File: config.mk
export PLATFORM = sky130hd
export DESIGN_NAME = wheel_motor_encoder_io
export DESIGN_NICKNAME = d
export VERILOG_FILES = /design/src/logic/wheel_motor_pkg.sv /design/src/logic/quad_if.sv /design/src/logic/quad_decoder.sv /design/src/logic/wheel_motor_encoder_io.sv
export VERILOG_INCLUDE_DIRS = /design/src /design/src/logic
export SDC_FILE = /design/constraint.sdc
export NUM_CORES = 1
export LEC_CHECK = 0
export BUFFER_PORTS_ARGS = -buffer_cell sky130_fd_sc_hd__buf_4
export CAP_MARGIN = 30
export CORE_MARGIN = 5
export CORE_UTILIZATION = 58
export DETAILED_ROUTE_END_ITERATION = 6
export MAX_ROUTING_LAYER = met4
export PLACE_DENSITY = 0.91
export SKIP_LAST_GASP = 1
export SYNTH_ARGS = -nofsm -noshare
export SYNTH_HDL_FRONTEND = slang
export SYNTH_SLANG_ARGS = --single-unit
File: constraint.sdc
create_clock -name I_CLK -period 2.53 [get_ports I_CLK]
set_input_delay 0.506 -clock I_CLK [delete_from_list [all_inputs] [get_ports I_CLK]]
set_output_delay 0.506 -clock I_CLK [all_outputs]
set_load 0.005 [all_outputs]
File: src/logic/wheel_motor_params.svh
`ifndef WHEEL_MOTOR_PARAMS_SVH
`define WHEEL_MOTOR_PARAMS_SVH

// ----------------------------------------------------------------------
// Clock and PWM timing
// ----------------------------------------------------------------------
`define WM_CLK_HZ               16000000
`define WM_PWM_HZ               20000

// ----------------------------------------------------------------------
// Widths and wheel indices
// ----------------------------------------------------------------------
`define WM_PWM_BITS             8
`define WM_COUNT_BITS           16
`define WM_WHEELS               2
`define WM_RIGHT                0
`define WM_LEFT                 1

// ----------------------------------------------------------------------
// Encoder resolution, for software scaling of the counts
// ----------------------------------------------------------------------
`define WM_MOTOR_COUNTS_PER_REV 12
`define WM_WHEEL_COUNTS_PER_REV 1440

`endif

File: src/logic/wheel_motor_pkg.sv
package wheel_motor_pkg;

    // Direction line levels seen by the H-bridge drivers.
    typedef enum logic {
        DIR_FORWARD = 1'h0,
        DIR_REVERSE = 1'h1
    } dir_t;

endpackage : wheel_motor_pkg

File: src/logic/quad_if.sv
`timescale 1ns/1ns
`include "wheel_motor_params.svh"

// Carries one encoder's pins in and its decoded state out.
interface quad_if #(
    parameter int COUNT_BITS = `WM_COUNT_BITS
);
    logic                         enc_xor;
    logic                         enc_b;
    logic signed [COUNT_BITS-1:0] count;
    logic                         edge_evt;
    logic                         forward;

    modport dec (input enc_xor, input enc_b, output count, output edge_evt, output forward);
    modport top (output enc_xor, output enc_b, input count, input edge_evt, input forward);
endinterface : quad_if

File: src/logic/quad_decoder.sv
`timescale 1ns/1ns
`include "wheel_motor_params.svh"

module quad_decoder #(
    parameter int COUNT_BITS = `WM_COUNT_BITS
) (
    input  wire logic i_clk,
    input  wire logic i_rst_n,
    quad_if.dec       port
);
    import wheel_motor_pkg::*;

    typedef struct packed {
        logic                         primed;
        logic                         xor_prev;
        logic                         b_prev;
        logic                         edge_evt;
        logic                         fwd;
        logic signed [COUNT_BITS-1:0] count;
    } dec_state_t;

    dec_state_t s_reg;
    dec_state_t s_next;
    logic       a_now;
    logic       xor_edge;

    // ------------------------------------------------------------------
    // Edge detection and counting
    // ------------------------------------------------------------------
    // The first cycle after reset only primes the history, so a reset value
    // that differs from the pins cannot fake an edge.
    always_comb begin
        a_now           = port.enc_xor ^ port.enc_b;
        xor_edge        = s_reg.primed && (port.enc_xor != s_reg.xor_prev);
        s_next          = s_reg;
        s_next.primed   = 1'h1;
        s_next.xor_prev = port.enc_xor;
        s_next.b_prev   = port.enc_b;
        s_next.edge_evt = xor_edge;
        if (xor_edge) begin
            // Forward: the new A equals the old B (B leads A).
            s_next.fwd = (a_now == s_reg.b_prev);
            if (a_now == s_reg.b_prev) begin
                s_next.count = s_reg.count + COUNT_BITS'(1);
            end else begin
                s_next.count = s_reg.count - COUNT_BITS'(1);
            end
        end
    end

    // Count wraps in two's complement; software reads it often enough.
    always_ff @(posedge i_clk or negedge i_rst_n) begin
        if (!i_rst_n) begin
            s_reg <= '0;
        end else begin
            s_reg <= s_next;
        end
    end

    assign port.count    = s_reg.count;
    assign port.edge_evt = s_reg.edge_evt;
    assign port.forward  = s_reg.fwd;
endmodule : quad_decoder

File: src/logic/wheel_motor_encoder_io.sv
`timescale 1ns/1ns
`include "wheel_motor_params.svh"

module wheel_motor_encoder_io #(
    parameter int CLK_HZ     = `WM_CLK_HZ,
    parameter int PWM_HZ     = `WM_PWM_HZ,
    parameter int PWM_BITS   = `WM_PWM_BITS,
    parameter int COUNT_BITS = `WM_COUNT_BITS
) (
    input  wire logic                          I_CLK,
    input  wire logic                          I_RST_N,
    input  wire logic                          I_RIGHT_REVERSE,
    input  wire logic                          I_LEFT_REVERSE,
    input  wire logic [PWM_BITS-1:0]           I_RIGHT_SPEED,
    input  wire logic [PWM_BITS-1:0]           I_LEFT_SPEED,
    input  wire logic                          I_RIGHT_ENC_XOR,
    input  wire logic                          I_RIGHT_ENC_B,
    input  wire logic                          I_LEFT_ENC_XOR,
    input  wire logic                          I_LEFT_ENC_B,
    output wheel_motor_pkg::dir_t              O_RIGHT_DIR,
    output wheel_motor_pkg::dir_t              O_LEFT_DIR,
    output logic                               O_RIGHT_PWM,
    output logic                               O_LEFT_PWM,
    output logic signed [COUNT_BITS-1:0]       O_RIGHT_COUNT,
    output logic signed [COUNT_BITS-1:0]       O_LEFT_COUNT,
    output logic                               O_RIGHT_EDGE,
    output logic                               O_LEFT_EDGE,
    output logic                               O_RIGHT_FWD,
    output logic                               O_LEFT_FWD
);
    import wheel_motor_pkg::*;

    // ------------------------------------------------------------------
    // Derived timing
    // ------------------------------------------------------------------
    localparam int WHEELS  = `WM_WHEELS;
    localparam int PWM_TOP = (1 << PWM_BITS) - 2;   // Last counter value; full duty stays high.
    localparam int RAW_DIV = CLK_HZ / (PWM_HZ * (PWM_TOP + 1));
    localparam int DIV     = (RAW_DIV < 1) ? 1 : RAW_DIV;
    localparam int DIV_W   = (DIV > 1) ? $clog2(DIV) : 1;

    // Refuse widths the counters and struct cannot hold.
    generate
        if (PWM_BITS < 2 || PWM_BITS > 16 || COUNT_BITS < 2 || COUNT_BITS > 32 || CLK_HZ < 1) begin : g_bad_param
            $error("wheel_motor_encoder_io: unsupported parameter value");
        end
    endgenerate

    // ------------------------------------------------------------------
    // Reset release
    // ------------------------------------------------------------------
    // Reset asserts at once but releases on a clock edge, so no flop sees
    // the release near its clock.
    logic rst_meta_reg;
    logic rst_n_reg;

    always_ff @(posedge I_CLK or negedge I_RST_N) begin
        if (!I_RST_N) begin
            rst_meta_reg <= 1'h0;
            rst_n_reg    <= 1'h0;
        end else begin
            rst_meta_reg <= 1'h1;
            rst_n_reg    <= rst_meta_reg;
        end
    end

    // ------------------------------------------------------------------
    // Motor state
    // ------------------------------------------------------------------
    typedef struct packed {
        logic [DIV_W-1:0]                div_cnt;
        logic                            tick;
        logic [PWM_BITS-1:0]             pwm_cnt;
        logic [WHEELS-1:0][PWM_BITS-1:0] duty;
        logic [WHEELS-1:0]               pwm;
        dir_t [WHEELS-1:0]               dir;
    } motor_state_t;

    motor_state_t                    s_reg;
    motor_state_t                    s_next;
    logic [WHEELS-1:0][PWM_BITS-1:0] speed_in;
    logic [WHEELS-1:0]               reverse_in;
    logic                            period_end;

    assign speed_in[`WM_RIGHT]   = I_RIGHT_SPEED;
    assign speed_in[`WM_LEFT]    = I_LEFT_SPEED;
    assign reverse_in[`WM_RIGHT] = I_RIGHT_REVERSE;
    assign reverse_in[`WM_LEFT]  = I_LEFT_REVERSE;
    assign period_end            = s_reg.tick && (s_reg.pwm_cnt == PWM_BITS'(PWM_TOP));

    // Prescaler tick, shared PWM counter, per-motor duty and direction.
    // Duty is taken only at the period boundary so a speed change never
    // cuts a pulse short.
    always_comb begin
        s_next      = s_reg;
        s_next.tick = 1'h0;
        if (s_reg.div_cnt == DIV_W'(DIV - 1)) begin
            s_next.div_cnt = '0;
            s_next.tick    = 1'h1;
        end else begin
            s_next.div_cnt = s_reg.div_cnt + DIV_W'(1);
        end
        if (period_end) begin
            s_next.pwm_cnt = '0;
        end else if (s_reg.tick) begin
            s_next.pwm_cnt = s_reg.pwm_cnt + PWM_BITS'(1);
        end
        for (int w = 0; w < WHEELS; w++) begin
            s_next.dir[w] = reverse_in[w] ? DIR_REVERSE : DIR_FORWARD;
            if (period_end) begin
                s_next.duty[w] = speed_in[w];
            end
            s_next.pwm[w] = (s_next.pwm_cnt < s_next.duty[w]);
        end
    end

    always_ff @(posedge I_CLK or negedge rst_n_reg) begin
        if (!rst_n_reg) begin
            s_reg <= '0;
        end else begin
            s_reg <= s_next;
        end
    end

    assign O_RIGHT_DIR = s_reg.dir[`WM_RIGHT];
    assign O_LEFT_DIR  = s_reg.dir[`WM_LEFT];
    assign O_RIGHT_PWM = s_reg.pwm[`WM_RIGHT];
    assign O_LEFT_PWM  = s_reg.pwm[`WM_LEFT];

    // ------------------------------------------------------------------
    // Encoder decoders
    // ------------------------------------------------------------------
    // The board already merges A and B into one combined line; each
    // decoder watches it on every clock, far faster than any encoder.
    logic [WHEELS-1:0] enc_xor_in;
    logic [WHEELS-1:0] enc_b_in;

    assign enc_xor_in[`WM_RIGHT] = I_RIGHT_ENC_XOR;
    assign enc_xor_in[`WM_LEFT]  = I_LEFT_ENC_XOR;
    assign enc_b_in[`WM_RIGHT]   = I_RIGHT_ENC_B;
    assign enc_b_in[`WM_LEFT]    = I_LEFT_ENC_B;

    quad_if #(.COUNT_BITS(COUNT_BITS)) enc_bus [WHEELS] ();

    generate
        for (genvar w = 0; w < WHEELS; w++) begin : g_wheel
            assign enc_bus[w].enc_xor = enc_xor_in[w];
            assign enc_bus[w].enc_b   = enc_b_in[w];

            quad_decoder #(
                .COUNT_BITS (COUNT_BITS)
            ) u_decoder (
                .i_clk   (I_CLK),
                .i_rst_n (rst_n_reg),
                .port    (enc_bus[w].dec)
            );
        end
    endgenerate

    // Right and left encoder edge events and counts, straight from decoder flops.
    assign O_RIGHT_COUNT = enc_bus[`WM_RIGHT].count;
    assign O_LEFT_COUNT  = enc_bus[`WM_LEFT].count;
    assign O_RIGHT_EDGE  = enc_bus[`WM_RIGHT].edge_evt;
    assign O_LEFT_EDGE   = enc_bus[`WM_LEFT].edge_evt;
    assign O_RIGHT_FWD   = enc_bus[`WM_RIGHT].forward;
    assign O_LEFT_FWD    = enc_bus[`WM_LEFT].forward;
endmodule : wheel_motor_encoder_io

* Word level (Yosys, flattened, before mapping) *
Index checks and enable logic that the tools add are counted.

operators by class
  bitwise logic cells = 2
  equal/unequal tests = 6
  add/sub/neg operators = 6
  reductions and logical operators = 3
  mux-type cells = 10
  $lt $le $gt $ge = 2

operators by type and width
  operator                                            count
  adder 16 x 2 -> 16 bit, second input constant       2
  two-way mux 16 bit                                  2
  two-way mux 8 bit                                   4
  subtractor 16 x 2 -> 16 bit, second input constant  2
  less-than comparator 8 bit                          2
  adder 8 x 1 -> 8 bit, second input constant         1
  == test 8 bit, second input constant                1
  logical AND 1 bit                                   3
  two-way mux 1 bit                                   3
  adder 2 x 1 -> 2 bit, second input constant         1
  == test 1 bit                                       2
  == test 2 bit, second input constant                1
  two-way mux 2 bit                                   1
  != test 1 bit                                       2
  XOR 1 bit                                           2

word-level totals
  input bits = 24
  output and inout port bits = 40
  flip-flop bits (word level) = 74
  word-level logic and storage cells = 50

* Depth between registers and ports, before layout *
Gate-level depths: netlist of run 1.

  depth after elaboration = 4
  mapped depth = 12
  mapped depth without buffers = 11

* Cells and area by module *
From an unflattened synthesis of run 1, not the netlist that was laid out.

second synthesis, totals
  cell total of the unflattened synthesis = 552
  area total of the unflattened synthesis = 5134.9 sq um

modules (own cells, without submodules)
  module                               cells an instance  seq. area each (sq um)  area each (sq um)  instances
  quad_decoder (g_wheel[0].u_decoder)  205                525.5                   1762.9             1
  quad_decoder (g_wheel[1].u_decoder)  199                525.5                   1702.9             1
  wheel_motor_encoder_io               148                825.8                   1669.1             1

* Worst setup path after synthesis of run 1 *
OpenSTA, ideal clock, no wires.

  kind = input to register
  from = in I_LEFT_ENC_XOR
  to = reg g_wheel[1].u_decoder.s_reg (netlist bit g_wheel[1].u_decoder.port.count[8])
  buffers on the path = 0
  path slack = -594 ps
  arrival time = 2991 ps
  stages on the path = 9
  setup time = 133 ps
  cells stage by stage = xnor2_1 xnor2_1 ha_1 nor2b_4 o31a_1 or4_1 a31oi_1 xor2_1 o21ai_1

on the way
  word-level cells in the longest chain between the ends = 3
  elaborated cells on any way between the ends = 5
  classes of those cells = eq/ne (2); mux (1); bitwise (1); reduce/logical (1)

ends and longest elaborated chain
  what                  RTL line                      text
  start, declared       wheel_motor_encoder_io.sv:18  input wire logic I_LEFT_ENC_XOR,
  XOR 1 bit             quad_decoder.sv:33            a_now = port.enc_xor ^ port.enc_b;
  == test 1 bit         quad_decoder.sv:43            if (a_now == s_reg.b_prev) begin
  two-way mux 16 bit    quad_decoder.sv:43
  end signal, assigned  quad_decoder.sv:56            s_reg <= s_next;
  end, declared         quad_decoder.sv:22            dec_state_t s_reg;

Several ways; a longest one is shown, not always the timed one.
A chain may end at the register's enable or synchronous reset.

* Worst setup path in the final report of run 1 *
  from = reg g_wheel[1].u_decoder.s_reg[18] (netlist bit)
  to = reg g_wheel[1].u_decoder.s_reg (netlist bit g_wheel[1].u_decoder.port.count[7])

on the way
  word-level cells in the longest chain between the ends = 2

ends and longest elaborated chain
  what                RTL line
  == test 1 bit       quad_decoder.sv:43
  two-way mux 16 bit  quad_decoder.sv:43

Every way passes these cells.

==> key figures, run 1 <==
Run status
  – Status: finished with violations
  – Failing checks: setup timing

Timing
  – Final clock skew: 0.01077 ns
  – Slew margin rel.: 0.6726
  – Pins Over Slew Limit: 0
  – # setup viols final: 5
  – RSZ-0062 raised after global routing: true
  – Worst-margin pin slew: 0.4860 ns
  – Fin crit period: 2.603 ns
  – Final setup margin: -0.07346 ns
  – Fmax: 0.3841 GHz
  – Part of the cycle the worst path needs: 1.029
  – Final setup TNS: -0.2526 ns
  – Hold Vio Cnt, Final: 0

Setup path
  – Cell family with most CP delay: buffers and inverters
  – Worst path depth: 12
  – Crit path capture type: flop
  – Crit-path max FO: 4
  – Data arrival, critical path: 2.88 ns
  – Crit Path Class: reg2reg
  – Buf+Inv Stages, Crit Path: 4
  – CP Cell Sequence: xnor2_4 -> xnor2_4 -> buf_4 -> ha_1 -> buf_4 -> o211ai_1 -> o211ai_1 -> nand2_1 -> buf_4 -> buf_4 -> xor2_1 -> o21ai_1
  – RR Startpoint: g_wheel[1].u_decoder.s_reg[18]$_DFF_PN0_
  – Crit path largest cell delay: 0.43 ns
  – Critical Path RT: 2.81 ns
  – CP startpoint kind: flop
  – FF-to-FF setup slack: -0.07 ns
  – Most frequent CP cell: buf_4
  – R2R cell count: 12
  – Crit-path slowest cell: dfrtp_1
  – Reg2Reg Capture Point: g_wheel[1].u_decoder.port.count[7]$_DFFE_PN0P_

Die
  – DIE AREA: 9855 um2
  – Starting Density: 0.5981
  – Die X: 99.27 um
  – # IOs: 64
  – Standard-cell rows: 32
  – Core Region: 7727 um2
  – Die Ht: 99.27 um

Global route
  – Largest net degree at the start of global routing: 55
  – Grt total ovfl: 0
  – Gr usage total: 0.2228
  – Vias in the first global route: 3,962
  – First-pass GRT wire length: 17,640 um
  – Initial antenna violation count: 0

Logic synthesis
  – Synth warnings: 0
  – Avg Inst Size Synth: 9.730 um2
  – Synthesized flop and latch total: 74
  – Post-synth cell types: 56
  – Post-synth EDFFs: 0
  – Mapped cell area: 4622 um2
  – FFs w/ async S/R, synth: 1.000
  – Cell count after synthesis: 475
  – Register area share after synthesis: 0.4006
  – Dominant synthesized flop cell: dfrtp_1

Flow run
  – Max Cap Violations: 0

Pwr
  – Int Pwr: 0.004000 W
  – Sw frac: 0.4159
  – Switching pwr: 0.002849 W
  – Flop pwr share: 0.263
  – Comb pwr share: 0.608
  – Clock share of power: 0.130
  – Worst vdd ir: 0.7391 mV
  – Pleak: 3.000 nW
  – Pwr per Cell Area: 1091 nW/um2

Detailed routing
  – Drt total wl: 12,190 um
  – Via Count: 4,009
  – Pre-Repair DR Iteration Count: 4
  – Detail Route Antenna Nets: 0
  – Residual DRC: 0
  – Per-cell routed wire length: 17.72 um
  – Vias per cell: 5.827
  – DRT iter0 DRCs: 203

Clocking
  – Num CTS Buffers: 9
  – Clk Latency, worst-skew pair: 0.35 ns
  – H-Tree Depth: 3
  – Clock root buffer: clkbuf_8
  – CTS sink cnt: 74
  – CTS tree: done
  – Clock transition at the registers of the reported paths: 0.09 ns
  – Clk buf depth: 2

Placement
  – Port Buf Inserts: 63
  – GP Congestion: 0.8966
  – Post-DP HPWL: 7729 um

Final layout
  – Largest register FFs: 32
  – Filler Cell Count: 412
  – Final Util: 0.8125
  – Net count, final: 651
  – Diodes inserted: 0
  – Area delta synth->final: 35.84%
  – Ratio of cells with drive above 1 in the final layout: 0.3788

Hold path
  – Hold Path Class: reg2async
==> how the worst max path moves through the flow <==
stage,from,endpoint,slack [ns]
detailed placement,I_RIGHT_ENC_B,g_wheel[0].u_decoder.port.count[15]$_DFFE_PN0P_,-0.30
global placement,I_LEFT_ENC_XOR,g_wheel[1].u_decoder.port.count[12]$_DFFE_PN0P_,-0.23
CTS,g_wheel[1].u_decoder.s_reg[18]$_DFF_PN0_,g_wheel[1].u_decoder.port.count[8]$_DFFE_PN0P_,-0.002
global route,g_wheel[1].u_decoder.s_reg[18]$_DFF_PN0_,g_wheel[1].u_decoder.port.count[7]$_DFFE_PN0P_,-0.18
floorplan,I_LEFT_ENC_XOR,g_wheel[1].u_decoder.port.count[8]$_DFFE_PN0P_,-0.12
finish,g_wheel[1].u_decoder.s_reg[18]$_DFF_PN0_,g_wheel[1].u_decoder.port.count[7]$_DFFE_PN0P_,-0.07
==> routing by layer <==
| layer | GRT usage | vias to the layer above | part of all wire |
|---|---|---|---|
| met1 | 0.2536 | 1959 | 0.38 |
| met4 | 0.07983 | 0 | 0.033 |
| met5 | - | - | 0 |
| met2 | 0.3962 | 133 | 0.54 |
| li1 | - | 1872 | - |
| met3 | 0.03506 | 45 | 0.047 |
==> area by class of cell <==
type / count / area (um2) / share of cell area
clock buffers: 9 / 123.9 / 0.01973
clock inverters: 7 / 60.06 / 0.009566
inverters: 25 / 93.84 / 0.01495
multi-input cells: 337 / 2929 / 0.4665
flip-flops and latches: 74 / 1854 / 0.2953
well taps: 102 / 127.6 / 0.02033
repair buffers: 134 / 1090 / 0.1736
==> cell usage in the layout (no fill, tap or decap), drive strengths merged, types with 4 or more instances in the layout <==
cell	count
buf	132
dfrtp	74
nand2	50
o21ai	47
ha	44
inv	29
a21oi	25
nor2	21
xnor2	19
xor2	18
mux2i	14
a21o	11
clkbuf	10
nand4	9
nand3	7
a211oi	7
o211ai	6
nor2b	5
nand2b	4
o21a	4
a31oi	4
==> cells in the mapped netlist (all sizes together) (3+ instances only) <==
cell,count,area share
a211oi,7,0.011
a21o,11,0.018
a21oi,25,0.027
a31oi,4,0.0054
buf,35,0.055
clkbuf,6,0.0049
dfrtp,74,0.40
ha,44,0.12
inv,25,0.020
mux2i,14,0.030
nand2,50,0.041
nand2b,4,0.0054
nand3,7,0.0076
nand4,9,0.012
nor2,21,0.018
nor2b,5,0.0084
nor3,3,0.0032
o211ai,6,0.0097
o21a,4,0.0065
o21ai,47,0.051
o21bai,3,0.0049
o31ai,3,0.0049
or4,3,0.0049
xnor2,18,0.037
xor2,18,0.034
==> metrics by stage <==
stage / cells / instance area [um2] / total power [W] / hold slack [ns] / setup slack, ns
after CTS: 676 / 5782 / 0.006093 / 0.2167 / -0.001991
after floorplan: 476 / 4763 / 0.004114 / 0.2104 / -0.1246
after detailed placement: 655 / 5539 / 0.005152 / 0.2085 / -0.2955
after global placement: 655 / 5539 / 0.004992 / 0.2025 / -0.2274
final: 688 / 6279 / 0.006848 / 0.2061 / -0.07346
after global routing: 688 / 6279 / 0.007312 / 0.2333 / -0.1822
==> power by group through the flow <==
stage	clock network (W)	logic (W)	registers, W
3_5_place_dp	0	0.00340	0.00176
2_1_floorplan	0	0.00244	0.00167
5_1_grt	0.000952	0.00452	0.00184
4_1_cts	0.000898	0.00346	0.00174
6_report	0.000887	0.00416	0.00180
3_3_place_gp	0	0.00324	0.00175
==> cell families after synthesis <==
group                      after synthesis  share of synthesized area
muxes                                   16                    0.03519
other                                    1                  0.0008113
xor gates and xnor gates                36                    0.07147
AOI/OAI and AO/OA                      123                     0.1665
and+or+nand+nor                        113                     0.1175
adders and majority gates               46                     0.1278
buffers and inverters                   66                    0.08013
DFF                                     74                     0.4007
==> repair_timing <==
action                                 CTS  global route
gates resized for setup                  2            72
pin swaps                               11            29
setup buffers                            3            11
setup endpoints to repair               12            15
cloned                                   1             1
endpoints found under the hold margin    2             0
hold buffers                             1             0
No activity file was read; power rests on OpenSTA's default activity.
==> inputs of run 2 (changes only) <==
- CAP_MARGIN: 30 -> 20
- REMOVE_ABC_BUFFERS: not set -> 1
==> run 2 against run 1 <==
Compared with the run above:
- via count grew 8.9%
- power up 7.1%
- highest routed layer unchanged
- the flow still finishes with violations (setup timing)
- hold slack improved by 0.052 ns
- clock-buffer cell count up 1
- core utilization up 3.4 points
- non-clock buffer count is 16 higher
==> key figures, run 2 (synthesized netlist as in run 1, its figures left out) <==
Run status
  – Status: finished with violations
  – Failing checks: setup timing

Global route
  – Gr usage total: 0.2424
  – First-pass GRT wire length: 19,020 um
  – Initial antenna violation count: 0
  – Grt total ovfl: 0
  – Vias in the first global route: 4,127
  – Largest net degree at the start of global routing: 29

Clocking
  – Clk buf depth: 2
  – H-Tree Depth: 3
  – CTS tree: done
  – Clock root buffer: clkbuf_8
  – CTS sink cnt: 74
  – Num CTS Buffers: 9
  – Clk Latency, worst-skew pair: 0.36 ns
  – Clock transition at the registers of the reported paths: 0.08 ns

Setup path
  – Crit Path Class: reg2reg
  – RR Startpoint: g_wheel[1].u_decoder.s_reg[18]$_DFF_PN0_
  – Crit-path max FO: 6
  – Reg2Reg Capture Point: g_wheel[1].u_decoder.port.count[15]$_DFFE_PN0P_
  – Data arrival, critical path: 2.96 ns
  – Critical Path RT: 2.76 ns
  – R2R cell count: 11
  – CP startpoint kind: flop
  – FF-to-FF setup slack: -0.20 ns
  – Crit path capture type: flop

Pwr
  – Pwr Total: 0.007336 W
  – Pwr per Cell Area: 1121 nW/um2
  – Worst vdd ir: 0.8111 mV
  – Pleak: 3.132 nW

Final layout
  – Net count, final: 666
  – Diodes inserted: 0
  – Largest register FFs: 32
  – Area delta synth->final: 41.58%
  – Commonest non-fill, non-tap cell in the layout: buf_4
  – Ratio of cells with drive above 1 in the final layout: 0.4210
  – Fin cells: 703
  – Most frequent cells in the layout: 133 x buf_4, 73 x dfrtp_1, 47 x nand2_1
  – Filler Cell Count: 364
  – Design area: 6544 um2

Die
  – DIE AREA: 9855 um2
  – # IOs: 64
  – Die Ht: 99.27 um
  – Standard-cell rows: 32
  – Starting Density: 0.5981
  – Die X: 99.27 um
  – Core Region: 7727 um2

Detailed routing
  – Via Count: 4,367
  – Pre-Repair DR Iteration Count: 5
  – Vias per cell: 6.212
  – Per-cell routed wire length: 20.93 um
  – DRT iter0 DRCs: 266
  – Drt total wl: 14,720 um
  – Detail Route Antenna Nets: 0
  – Residual DRC: 0

Timing
  – Worst-margin pin slew: 0.6700 ns
  – # setup viols final: 11
  – Final setup TNS: -0.8086 ns
  – Hold Vio Cnt, Final: 0
  – Fmax: 0.3660 GHz
  – Pins Over Slew Limit: 0
  – Slew margin rel.: 0.5486
  – Final clock skew: 0.01243 ns
  – Part of the cycle the worst path needs: 1.080
  – Final setup margin: -0.2025 ns
  – Fin crit period: 2.732 ns
  – RSZ-0062 raised after global routing: true

Hold path
  – Worst Hold Depth: 1
  – Hold Path Class: in2reg
  – Hold wc startpoint: I_RIGHT_REVERSE
  – Worst Hold End: O_RIGHT_DIR$_DFF_PN0_

Placement
  – Port Buf Inserts: 63
  – Setup slack at placement: -0.5803 ns
  – GP Congestion: 0.9587
  – Placed Cells: 656
  – Placed instance area: 5396 um2
  – Post-DP HPWL: 8060 um

Flow run
  – Max Cap Violations: 0
-- run 2: cell type report --
class | count | area (um2) | share of cell area
multi-input cells | 336 | 2990 | 0.4570
clock buffers | 10 | 137.6 | 0.02103
well taps | 102 | 127.6 | 0.01950
flip-flops and latches | 74 | 1853 | 0.2832
inverters | 25 | 93.84 | 0.01434
repair buffers | 150 | 1251 | 0.1912
clock inverters | 6 | 90.09 | 0.01377
-- run 2: through the flow --
stage | hold slack, ns | utilization
floorplan | 0.2104 | -
global placement | 0.2880 | 0.6983
detailed placement | 0.2901 | 0.6983
CTS | 0.2503 | 0.7370
global route | 0.2484 | 0.8468
finish | 0.2582 | 0.8468
-- run 2: worst max-delay path by stage --
stage                                             startpoint                                               to  slack, ns  depth (start not counted)
floorplan                                     I_LEFT_ENC_XOR   g_wheel[1].u_decoder.port.count[8]$_DFFE_PN0P_      -0.61                          9
global placement                              I_LEFT_ENC_XOR  g_wheel[1].u_decoder.port.count[15]$_DFFE_PN0P_      -0.40                         11
detailed placement                            I_LEFT_ENC_XOR  g_wheel[1].u_decoder.port.count[15]$_DFFE_PN0P_      -0.58                         11
CTS                 g_wheel[1].u_decoder.s_reg[18]$_DFF_PN0_   g_wheel[1].u_decoder.port.count[8]$_DFFE_PN0P_      -0.02                         11
global route        g_wheel[1].u_decoder.s_reg[18]$_DFF_PN0_  g_wheel[1].u_decoder.port.count[15]$_DFFE_PN0P_      -0.31                         11
finish              g_wheel[1].u_decoder.s_reg[18]$_DFF_PN0_  g_wheel[1].u_decoder.port.count[15]$_DFFE_PN0P_      -0.20                         11
-- run 2: layer usage --
layer  part of all wire  up-vias  global-route usage
met3              0.073       76             0.04628
met4              0.044        0             0.08718
li1                   -     1893                   -
met2               0.53      256              0.4086
met5                  0        -                   -
met1               0.35     2142              0.2900
-- run 2: what timing repair did --
| action | CTS | global route |
|---|---|---|
| gates cloned | 0 | 4 |
| hold buffers | 1 | 0 |
| setup buffers | 3 | 24 |
| gates resized for setup | 8 | 105 |
| hold endpoints to repair | 2 | 0 |
| endpoints found under the setup margin | 14 | 17 |
| pin swaps | 7 | 38 |
-- run 2: worst max-delay path, stage by stage, from the launching register on --
cell	delay [ns]
dfrtp_1	0.40
xnor2_2	0.15
xnor2_2	0.23
buf_4	0.18
buf_8	0.13
ha_1	0.25
a21o_1	0.22
o21bai_4	0.20
a221oi_4	0.35
nand3_1	0.13
nor3b_4	0.17
xor2_1	0.19
-- run 2: power by group --
part	internal, W	total (W)	switching (W)
clock network	0.000584	0.00108	0.000492
registers	0.00145	0.00181	0.000362
logic	0.00228	0.00445	0.00217
total	0.00431	0.00734	0.00303
==> inputs of run 3 (changes only) <==
- CORE_UTILIZATION: 58 -> 52
- MAX_ROUTING_LAYER: met4 -> not set
- PLACE_DENSITY: 0.91 -> 0.87
- clock period: 2.53 -> 2.3 ns (I/O delays scaled with it)
==> run 3 against run 2 <==
Compared with the run above:
- fmax is 5.8% higher
- the run still ends with setup timing left
- combinational power is 25% higher
- critical path type unchanged
- cell count is 6.0% higher
- wire length is 1.2% higher
- via count is 0.48% lower
- sequential cell count stayed put
- clock power is 6% lower
- setup slack worse by 0.081 ns
==> key figures, run 3 (synthesized netlist as in run 1, its figures left out) <==
Timing
  – Pins Over Slew Limit: 0
  – Slew margin rel.: 0.6008
  – Part of the cycle the worst path needs: 1.123
  – Worst hold margin: 0.2117 ns
  – Fin crit period: 2.583 ns
  – Final setup margin: -0.2834 ns
  – Final clock skew: 0.01678 ns
  – Hold Vio Cnt, Final: 0
  – Fmax: 0.3871 GHz
  – Worst-margin pin slew: 0.5937 ns
  – RSZ-0062 raised after global routing: true
  – # setup viols final: 20

Detailed routing
  – Via Count: 4,346
  – DRT iter0 DRCs: 210
  – Drt total wl: 14,900 um
  – Residual DRC: 0
  – Vias per cell: 5.834
  – Pre-Repair DR Iteration Count: 4
  – Per-cell routed wire length: 19.99 um
  – Detail Route Antenna Nets: 0

Final layout
  – Most frequent cells in the layout: 169 x buf_4, 72 x dfrtp_1, 47 x nand2_1
  – Diodes inserted: 0
  – Commonest non-fill, non-tap cell in the layout: buf_4
  – Area delta synth->final: 50.76%
  – Filler Cell Count: 465
  – FF/Latch Area: 1854 um2
  – Net count, final: 702
  – Fin cells: 745
  – Multi-input logic area: 3191 um2
  – Ratio of cells with drive above 1 in the final layout: 0.4851
  – Largest register FFs: 32

Pwr
  – Pwr Total: 0.008560 W
  – Pwr per Cell Area: 1228 nW/um2
  – Worst vdd ir: 1.029 mV
  – Pleak: 3.288 nW

Setup path
  – CP Cell Sequence: xnor2_2 -> xnor2_2 -> buf_6 -> buf_8 -> ha_1 -> a21oi_2 -> o21bai_4 -> a221oi_4 -> nand3_1 -> nor3b_4 -> xor2_1
  – Data arrival, critical path: 2.81 ns
  – Crit Path Class: reg2reg
  – Crit-path slowest cell: dfrtp_1
  – Crit path largest cell delay: 0.40 ns
  – CP startpoint kind: flop
  – Most frequent CP cell: xnor2_2
  – RR Startpoint: g_wheel[1].u_decoder.s_reg[18]$_DFF_PN0_
  – Crit path capture type: flop
  – Setup crit start: g_wheel[1].u_decoder.s_reg[18]$_DFF_PN0_
  – Crit-path max FO: 7
  – Critical Path RT: 2.53 ns

Global route
  – Met2 usage: 0.4154
  – Met1 Usage GRT: 0.2601
  – Initial antenna violation count: 0
  – Gr usage total: 0.2305
  – Busiest layer in global routing: met2
  – Vias in the first global route: 4,484
  – First-pass GRT wire length: 20,860 um
  – Met3 Resource Use GR: 0.05525
  – Largest net degree at the start of global routing: 73
  – Grt total ovfl: 0

Run status
  – Failing checks: setup timing
  – Status: finished with violations

Die
  – Die Ht: 104.3 um
  – Standard-cell rows: 34
  – # IOs: 64
  – Core Region: 8678 um2
  – DIE AREA: 10,870 um2
  – Die X: 104.3 um
  – Starting Density: 0.5326

Flow run
  – Max Cap Violations: 0

Clocking
  – H-Tree Depth: 3
  – Num CTS Buffers: 9
  – Clk buf depth: 2
  – CTS tree: done
  – Clock root buffer: clkbuf_8
  – Clock transition at the registers of the reported paths: 0.09 ns
  – CTS sink cnt: 74
  – Clk Latency, worst-skew pair: 0.36 ns

Placement
  – Placed Cells: 689
  – Post-DP HPWL: 7879 um
  – Port Buf Inserts: 63
  – GP Congestion: 0.9108
  – Setup slack at placement: -0.5568 ns

Hold path
  – Hold wc startpoint: I_RIGHT_REVERSE
  – Hold Path Class: in2reg
[run 3: changes by cell type in the layout (fill, tap and decap cells not counted), sizes merged]
cell / change
inv: +6
clkinv: -3
clkbuf: -3
bufinv: -2
buf: +38
[run 3: report_power, final]
part	internal, W	switching (W)
Combinational	0.00296	0.00260
Sequential	0.00159	0.000392
Clock	0.000423	0.000592
[run 3: path summary, 6_finish.rpt]
check	end	slack, ns	cells after the start
min in group asynchronous	g_wheel[1].u_decoder.port.count[14]$_DFFE_PN0P_	0.29	1
worst min-delay path	O_RIGHT_DIR$_DFF_PN0_	0.21	1
worst max-delay path	g_wheel[1].u_decoder.port.count[15]$_DFFE_PN0P_	-0.28	11
worst min register to register	g_wheel[1].u_decoder.port.count[14]$_DFFE_PN0P_	0.29	1
max in group asynchronous	g_wheel[0].u_decoder.port.count[15]$_DFFE_PN0P_	1.67	1
worst max register to register	g_wheel[1].u_decoder.port.count[15]$_DFFE_PN0P_	-0.28	11
[run 3: through the flow]
stage | instance area, um2 | utilization | setup TNS [ns]
5_1_grt | 6968 | 0.8029 | -4.920
6_report | 6968 | 0.8029 | -3.024
3_5_place_dp | 5619 | 0.6475 | -7.452
4_1_cts | 6299 | 0.7258 | -1.323
2_1_floorplan | 4349 | - | -10.51
3_3_place_gp | 5619 | 0.6475 | -6.092
[run 3: metal layers]
| metal | part of all wire | wire [um] | vias to the layer above |
|---|---|---|---|
| met2 | 0.54 | 8047 | 182 |
| met3 | 0.054 | 800 | 50 |
| met5 | 0 | 0 | - |
| met4 | 0.033 | 497 | 0 |
| li1 | - | - | 1961 |
| met1 | 0.37 | 5551 | 2153 |
[run 3: worst max-delay path, delay by kind of cell (launching register included)]
kind,cells,cell delay [ns]
compound gates,3,0.69
xor+xnor,3,0.45
fa+ha+maj,1,0.34
buf+inv,2,0.29
flops,1,0.40
simple gates,2,0.30
[run 3: cell type report]
class / instances / share of cell area
multi-input cells: 336 / 0.4579
flip-flops and latches: 74 / 0.2661
repair buffers: 186 / 0.2157
well taps: 108 / 0.01939
clock buffers: 9 / 0.01778
inverters: 25 / 0.01383
clock inverters: 7 / 0.009337
[run 3: timing repair]
action,CTS,global route
setup endpoints to repair,18,23
endpoints found under the hold margin,2,0
resized for setup,56,91
setup buffers,21,17
pin swaps,29,42
gates cloned,1,1
hold buffers,1,0
